<file path="config.mk">
export PLATFORM = sky130hd
export DESIGN_NAME = hub_strap_sampler
export DESIGN_NICKNAME = d
export VERILOG_FILES = /design/src/inc/hub_strap_pkg.sv /design/src/rtl/hub_strap_sampler.sv
export VERILOG_INCLUDE_DIRS = /design/src /design/src/inc
export SDC_FILE = /design/constraint.sdc
export NUM_CORES = 1
export LEC_CHECK = 0
export ABC_AREA = 1
export BUFFER_PORTS_ARGS = -buffer_cell sky130_fd_sc_hd__buf_2
export CAP_MARGIN = 20
export CORE_MARGIN = 2
export CORE_UTILIZATION = 30
export DETAILED_ROUTE_END_ITERATION = 6
export PLACE_DENSITY = 0.49
export SETUP_SLACK_MARGIN = 0.5
export SLEW_MARGIN = 0
export SYNTH_ARGS = -nofsm -noshare
export SYNTH_HDL_FRONTEND = slang
export SYNTH_SLANG_ARGS = --single-unit
export TNS_END_PERCENT = 5
</file>
<file path="constraint.sdc">
create_clock -name i_clk -period 1.7 [get_ports i_clk]
set_input_delay 0.085 -clock i_clk [delete_from_list [all_inputs] [get_ports i_clk]]
set_output_delay 0.085 -clock i_clk [all_outputs]
set_load 0.05 [all_outputs]
</file>
<file path="src/inc/hub_strap_regs.svh">
// timing counts and encodings for the strap sampler
`ifndef HUB_STRAP_REGS_SVH
`define HUB_STRAP_REGS_SVH
// clock rate in MHz
`define STRAP_CLK_MHZ          250
// settle time after reset release before capture, in ns
`define STRAP_SETTLE_NS        40
`define STRAP_SETTLE_CYC       ((`STRAP_SETTLE_NS * `STRAP_CLK_MHZ + 999) / 1000)
// analogue level codes from the resistor detector
`define STRAP_LVL_WEAK_DN      2'h0
`define STRAP_LVL_WEAK_UP      2'h1
`define STRAP_LVL_STRONG_DN    2'h2
`define STRAP_LVL_STRONG_UP    2'h3
// reset values of decoded outputs
`define STRAP_RST_PORTS        2'h0
`endif

</file>
<file path="src/inc/hub_strap_pkg.sv">
// types for the strap sampler
package hub_strap_pkg;
	typedef logic [1:0] level_t;
	typedef enum logic {mode_rom_master, mode_slave_bus} pin_mode_e;
	typedef enum logic {next_otp_cfg, next_soc_cfg} boot_next_e;
endpackage

</file>
<file path="src/rtl/hub_strap_sampler.sv">
// configuration strap capture and decode for a two-port hub
// Functional notes
// - capture every strap once at reset release; captured values are the defaults
// - capture after power-on reset and after each rising edge of external reset
// - strong pull-ups on both rom data-out and clock select slave-bus mode
// - no pull on rom data-out and clock selects rom master mode first
// - shared pins: rom select/in/out/clock, or the two straps plus bus data/clock
// - after capture go to soc config in slave-bus mode, else otp config
// - per port, d+ and d- disable straps captured; 1 disabled, 0 enabled
// - a port is disabled only when both its disable straps are high
// - a strap-disabled port also loses its superspeed path
// - nonremovable strap: weak down none, weak up port 1, strong down both
// - charging strap: weak down none, weak up port 1, strong down both
`include "hub_strap_regs.svh"
`timescale 1ns/100ps
module hub_strap_sampler #(
	parameter int PORTS = 2
) (
	// clock and resets
	input  wire logic                  i_clk,
	input  wire logic                  i_rst_n,
	input  wire logic                  i_ext_rst_n,
	// strap levels from the resistor detectors
	input  wire hub_strap_pkg::level_t i_rom_data_out_level,
	input  wire hub_strap_pkg::level_t i_rom_clock_level,
	input  wire hub_strap_pkg::level_t i_nonremovable_port_strap,
	input  wire hub_strap_pkg::level_t i_charging_port_strap,
	input  wire logic [PORTS-1:0]      i_port_dplus_disable_strap,
	input  wire logic [PORTS-1:0]      i_port_dminus_disable_strap,
	// decoded configuration
	output logic                       o_cfg_valid,
	output hub_strap_pkg::pin_mode_e   o_pin_mode,
	output hub_strap_pkg::boot_next_e  o_boot_next,
	output logic [PORTS-1:0]           o_port_hs_disable,
	output logic [PORTS-1:0]           o_port_ss_disable,
	output logic [PORTS-1:0]           o_port_nonremovable,
	output logic [PORTS-1:0]           o_port_charging,
	// shared pin function selects, one hot per pin
	output logic                       o_pin41_is_rom_select,
	output logic                       o_pin40_is_rom_data_in_pin,
	output logic                       o_pin39_is_slave_bus_data_pin,
	output logic                       o_pin38_is_slave_bus_clock_pin
);
	import hub_strap_pkg::*;

	// settle window in clock cycles, rounded up from the nanosecond figure;
	// kept at one cycle at least so that a zero settle time setting still
	// leaves one counted cycle between reset release and capture
	localparam int SETTLE = (`STRAP_SETTLE_CYC < 1) ? 1 : `STRAP_SETTLE_CYC;
	localparam int CW     = $clog2(SETTLE + 1);

	typedef enum logic [1:0] {st_wait, st_settle, st_hold} phase_e;

	typedef struct packed {
		logic [1:0]       rst_sync;
		logic [1:0]       ext_sync;
		logic [PORTS-1:0] dp_s1;
		logic [PORTS-1:0] dp_s2;
		logic [PORTS-1:0] dm_s1;
		logic [PORTS-1:0] dm_s2;
		level_t [3:0]     lv_s1;
		level_t [3:0]     lv_s2;
		phase_e           phase;
		logic [CW-1:0]    cnt;
		logic             valid;
		pin_mode_e        mode;
		logic [PORTS-1:0] hs_dis;
		logic [PORTS-1:0] nonrem;
		logic [PORTS-1:0] chg;
	} state_s;

	state_s cur;
	state_s next_cur;

	// three-level strap decode, shared by the nonremovable and charging straps
	function automatic logic [PORTS-1:0] decode_ports(input level_t lvl);
		logic [PORTS-1:0] r;
		r = '0;
		case (lvl)
			`STRAP_LVL_WEAK_UP:   r[0] = 1'b1;
			`STRAP_LVL_STRONG_DN: r    = '1;
			default:              r    = '0;
		endcase
		return r;
	endfunction

	// pin function select: only live once a capture has been made
	function automatic logic pin_role(input logic vld, input pin_mode_e cur_mode,
		input pin_mode_e role);
		return vld && (cur_mode == role);
	endfunction

	// capture pipeline, edge by edge after both resets read high:
	//   edges 1-2   the reset releases walk through their two-flop chains
	//   edge 3      the sampler leaves the wait phase and clears the counter
	//   edges 4-12  the settle count runs; straps keep refilling their chains
	//   edge 13     one capture of the second sync stage
	//   edge 13     decoded settings and valid appear on the ports at that same edge
	//
	// the strap inputs are board levels, not from this clock domain, so
	// every one passes two flops (the s1 and s2 fields of the state) before
	// the capture reads it; nothing but the second stage reads the first,
	// which keeps a metastable first stage away from the decode
	//
	// the synchroniser flops live inside the state struct, so the single
	// state register below also clears them on power-on reset; a cleared
	// chain reads as weak pull-down with all lines enabled until refilled
	//
	// limitation: a strap still moving at the capture edge may be caught
	// on either side of its move; the settle window only helps if the
	// board holds its straps from the reset release onwards
	//
	// the d+ and d- chains stay apart per port, so the capture sees both
	// line straps of a port as they stood, not merged ahead of time

	// a port goes down only when both line straps read high
	logic [PORTS-1:0] both_lines_off;
	for (genvar p = 0; p < PORTS; p++) begin : g_port
		assign both_lines_off[p] = cur.dp_s2[p] & cur.dm_s2[p];
	end

	// next-state logic: wait for reset release, settle, capture once, then hold
	always_comb begin
		next_cur          = cur;
		next_cur.rst_sync = {cur.rst_sync[0], 1'b1};
		next_cur.ext_sync = {cur.ext_sync[0], i_ext_rst_n};
		// board straps walk two flops; only the second stage feeds the capture
		next_cur.dp_s1    = i_port_dplus_disable_strap;
		next_cur.dp_s2    = cur.dp_s1;
		next_cur.dm_s1    = i_port_dminus_disable_strap;
		next_cur.dm_s2    = cur.dm_s1;
		next_cur.lv_s1[0] = i_rom_data_out_level;
		next_cur.lv_s1[1] = i_rom_clock_level;
		next_cur.lv_s1[2] = i_nonremovable_port_strap;
		next_cur.lv_s1[3] = i_charging_port_strap;
		next_cur.lv_s2    = cur.lv_s1;
		case (cur.phase)
			st_wait: begin
				// leaves only once both resets are released
				if (cur.rst_sync[1] && cur.ext_sync[1]) begin
					next_cur.phase = st_settle;
					next_cur.cnt   = '0;
				end
			end
			st_settle: begin
				if (!cur.ext_sync[1]) begin
					next_cur.phase = st_wait;
				end else if (cur.cnt == CW'(SETTLE - 1)) begin
					// single capture instant
					next_cur.phase  = st_hold;
					next_cur.valid  = 1'b1;
					// both strong pull-ups mean slave bus, else rom master
					next_cur.mode   = (cur.lv_s2[0] == `STRAP_LVL_STRONG_UP &&
						cur.lv_s2[1] == `STRAP_LVL_STRONG_UP) ? mode_slave_bus : mode_rom_master;
					next_cur.hs_dis = both_lines_off;
					next_cur.nonrem = decode_ports(cur.lv_s2[2]);
					next_cur.chg    = decode_ports(cur.lv_s2[3]);
				end else begin
					next_cur.cnt = cur.cnt + CW'(1);
				end
			end
			st_hold: begin
				// values frozen; only a new external or power-on reset clears them
				if (!cur.ext_sync[1]) begin
					next_cur.phase  = st_wait;
					next_cur.valid  = 1'b0;
					next_cur.mode   = mode_rom_master;
					// back to reset values so no stale setting outlives standby
					next_cur.hs_dis = PORTS'(`STRAP_RST_PORTS);
					next_cur.nonrem = PORTS'(`STRAP_RST_PORTS);
					next_cur.chg    = PORTS'(`STRAP_RST_PORTS);
				end
			end
			default: next_cur.phase = st_wait;
		endcase
	end

	// state register; power-on reset clears everything
	always_ff @(posedge i_clk or negedge i_rst_n) begin
		if (!i_rst_n) begin
			// matches st_wait and rom master: an unstrapped board looks like
			// rom master mode with every port enabled
			cur <= '{rst_sync: 2'h0, ext_sync: 2'h0, dp_s1: '0, dp_s2: '0, dm_s1: '0,
				dm_s2: '0, lv_s1: '0, lv_s2: '0, phase: st_wait, cnt: '0,
				valid: 1'b0, mode: mode_rom_master, hs_dis: '0, nonrem: '0, chg: '0};
		end else begin
			cur <= next_cur;
		end
	end

	// outputs straight from captured state
	assign o_cfg_valid         = cur.valid;
	assign o_pin_mode          = cur.mode;
	assign o_boot_next         = (cur.mode == mode_slave_bus) ? next_soc_cfg : next_otp_cfg;
	assign o_port_hs_disable   = cur.hs_dis;
	assign o_port_ss_disable   = cur.hs_dis;
	assign o_port_nonremovable = cur.nonrem;
	assign o_port_charging     = cur.chg;

	// shared pin functions follow the captured mode
	// every data output above is a state flop or a decode of one; the pin selects are thin
	// decodes of those flops, so no strap path reaches a port uncaptured
	assign o_pin41_is_rom_select          = pin_role(cur.valid, cur.mode, mode_rom_master);
	assign o_pin40_is_rom_data_in_pin     = pin_role(cur.valid, cur.mode, mode_rom_master);
	assign o_pin39_is_slave_bus_data_pin  = pin_role(cur.valid, cur.mode, mode_slave_bus);
	assign o_pin38_is_slave_bus_clock_pin = pin_role(cur.valid, cur.mode, mode_slave_bus);
endmodule // hub_strap_sampler

</file>
==> run_results.csv <==
group,metric,value,unit
sta,fin_setup_tns,0,ns
floorplan,fp.dieW,75.7,um
floorplan,die_h,75.7,um
worst_hold_path,hp-start,"cur[32]",
logic_synthesis,synth_fp_nets,155,
logic_synthesis,seq_area_frac_synth,0.681,
power,ir_worst_vdd,0.606,mV
worst_setup_path,cp_data_required_time,1.62,ns
logic_synthesis,synth_top_family_by_area,"simple AND/OR/NAND/NOR gates",
sta,rsz0062_at_grt,"true",
drt,viasPerCell,3.91,
clocking,clkLatencyLatePin,0.28,ns
worst_hold_path,hold_class,"reg -> reg",
sta,finalMaxSlewViolations,0,
global_route,antenna_found_initial,0,
worst_setup_path,timing.rr.start,"cur[9]",
logic_synthesis,synth-compound-area-share,0,
worst_setup_path,r2r_cells,8,
worst_setup_path,r2r-end,"o_port_nonremovable[1]",
worst_setup_path,cp-end-kind,"output port",
outcome,status,"finished, final reports clean",
worst_setup_path,worstPathCellList,"nand2_2 > clkinvlp_4 > buf_2",
drt,ant_nets,0,
logic_synthesis,ys_ff_latch,42,
sta,post-route-period-util,0.701,
clocking,cts_made_buffers,5,
logic_synthesis,netlist_area,1540,um2
floorplan,dieArea,5730,um2
final_layout,area_growth,27.5,%
global_route,grt.total_usage,0.103,
worst_setup_path,start_kind,"flip-flop",
worst_setup_path,slowest_stage,"dfrtp_2",
sta,clock.fmax,0.839,GHz
place,placedCellCount,224,
clocking,cts_max_path_buffers,2,
drt,drc_errors,0,
worst_setup_path,max_stage_delay,0.45,ns
logic_synthesis,synth_cell_types,16,
global_route,grt_pass1_vias,955,
floorplan,core,5040,um2
logic_synthesis,yosys.area_share.simple,0.181,
sta,skew,0.00380,ns
worst_setup_path,cp.arrival,1.11,ns
sta,hold_slack,0.347,ns
sta,relSlewSlack,0.540,
floorplan,initial_core_util,0.306,
sta,finalHoldViolations,0,
logic_synthesis,syn_avg_cell_area,11.3,um2
logic_synthesis,muxShareOfSynthArea,0,
power,total_power,1.90,mW
drt,wirelength,2360,um
drt,vias,969,
worst_setup_path,path_max_fanout,5,
logic_synthesis,synth_fa_ha_area_frac,0.0324,
worst_hold_path,min_to,"cur[30]",
clocking,cts_max_level,2,
drt,drt-wirelength-per-cell,9.52,um
clocking,clk_pin_slew,0.07,ns
logic_synthesis,ys_warn_count,0,
sta,min_period,1.19,ns
sta,tightest_slew,0.690,ns
final_layout,instances_no_fill,248,
drt,first_pass_iters,2,
final_layout,layout_commonest_cell,"dfrtp_1",
sta,finalSetupViolCount,0,
clocking,clockRootBuffer,"clkbuf_8",
place,io_buffers,29,
final_layout,final_cell_mix,"40 x dfrtp_1, 31 x nand2_1, 29 x buf_2",
worst_setup_path,r2r_slack,0.52,ns
logic_synthesis,netlist_instances,136,
place,hpwl,1660,um
logic_synthesis,synth_xor_area_frac,0.00568,
floorplan,num_io_pins,30,
worst_setup_path,path_class,"reg -> out",
clocking,cts.sinks,42,
worst_hold_path,min_delay_path_depth,0,
job,maxCapViolations,0,
global_route,grt_max_degree,32,
global_route,grt_overflow,0,
final_layout,nets,196,
global_route,grt_pass1_wl,4190,um
place,gp_congestion,0.717,
drt,drt_iter0_drc,73,
place,place_ws,0.369,ns
power,p_per_area,966,nW/um2
clocking,cts_tree,"done",
power,p_leak,1.05,nW
floorplan,rows,26,
final_layout,drive_gt1_frac,0.315,
final_layout,n_antenna_cell,0,
sta,fin_ws,0.508,ns
==> repair_timing <==
item / in CTS / in global routing
setup buffers: 2 / 0
endpoints found under the setup margin: 14 / 17
gates resized for setup: 3 / 2
hold buffers: 14 / 0
endpoints found under the hold margin: 43 / 0
==> critical path: cells and delay by family (launching register included) <==
family | cells | cell delay [ns]
DFF | 1 | 0.45
buffers and inverters | 2 | 0.27
and+or+nand+nor | 1 | 0.09
==> cells in the mapped netlist (all sizes together) <==
| master | instances | area (um2) |
|---|---|---|
| ha | 4 | 50.1 |
| nand2 | 36 | 148 |
| xor2 | 1 | 8.76 |
| nand4 | 3 | 18.8 |
| nor2 | 8 | 42.5 |
| dfrtp | 42 | 1050 |
| inv | 15 | 56.3 |
| nand3 | 14 | 70.1 |
| buf | 12 | 93.8 |
| conb | 1 | 3.75 |
==> state kept, by name, summed over array words and instances (netlist names) <==
register             count
cur                     34
o_port_charging          2
o_port_hs_disable        2
o_port_nonremovable      2
o_cfg_valid              1
o_pin_mode               1
==> layer usage <==
layer / vias up / share of wire / routed length, um / global-route usage
li1: 486 / - / - / -
met1: 451 / 0.44 / 1050 / 0.115
met2: 27 / 0.49 / 1150 / 0.167
met3: 5 / 0.046 / 108 / 0.0344
met4: 0 / 0.024 / 57 / 0.0721
met5: - / 0 / 0 / 0
==> logic make-up (layout without fill, tap and decap cells) <==
logic type | count (synthesis) | in the layout
xor+xnor | 1 | 1
simple gates | 61 | 61
fa+ha+maj | 4 | 4
buf+inv | 27 | 69
other cells | 1 | 1
flops | 42 | 42
==> worst max-delay path by stage <==
| stage | from | endpoint | slack [ns] | depth (start not counted) |
|---|---|---|---|---|
| after floorplan | o_pin_mode | o_pin39_is_slave_bus_data_pin | 0.47 | 3 |
| after global placement | cur[8] | o_port_charging[1] | 0.42 | 7 |
| after detailed placement | cur[9] | o_port_nonremovable[1] | 0.37 | 8 |
| after CTS | o_pin_mode | o_pin39_is_slave_bus_data_pin | 0.48 | 3 |
| after global routing | cur[9] | cur[8] | 0.41 | 8 |
| final | o_pin_mode | o_pin39_is_slave_bus_data_pin | 0.51 | 3 |
==> report_power, final <==
| group | internal [mW] | switching [mW] |
|---|---|---|
| clock | 0.327 | 0.304 |
| sequential | 1.05 | 0.0316 |
| combinational | 0.0862 | 0.0966 |
| total | 1.47 | 0.432 |
==> per-stage QoR <==
stage / instance area (um2) / utilization
global route: 1970 / 0.390
finish: 1970 / 0.390
detailed placement: 1710 / 0.338
CTS: 1960 / 0.390
global placement: 1710 / 0.338
floorplan: 1570 / -
==> area by class of cell <==
type                    count  area [um2]
repair buffers             46         308
clock buffers               7        86.3
inverters                  15        60.1
flip-flops and latches     42        1050
well taps                  70        87.6
fillers                   475        3080
clock inverters             1        5.00
multi-input cells          67         367
Power figures use the tool's default switching activity.
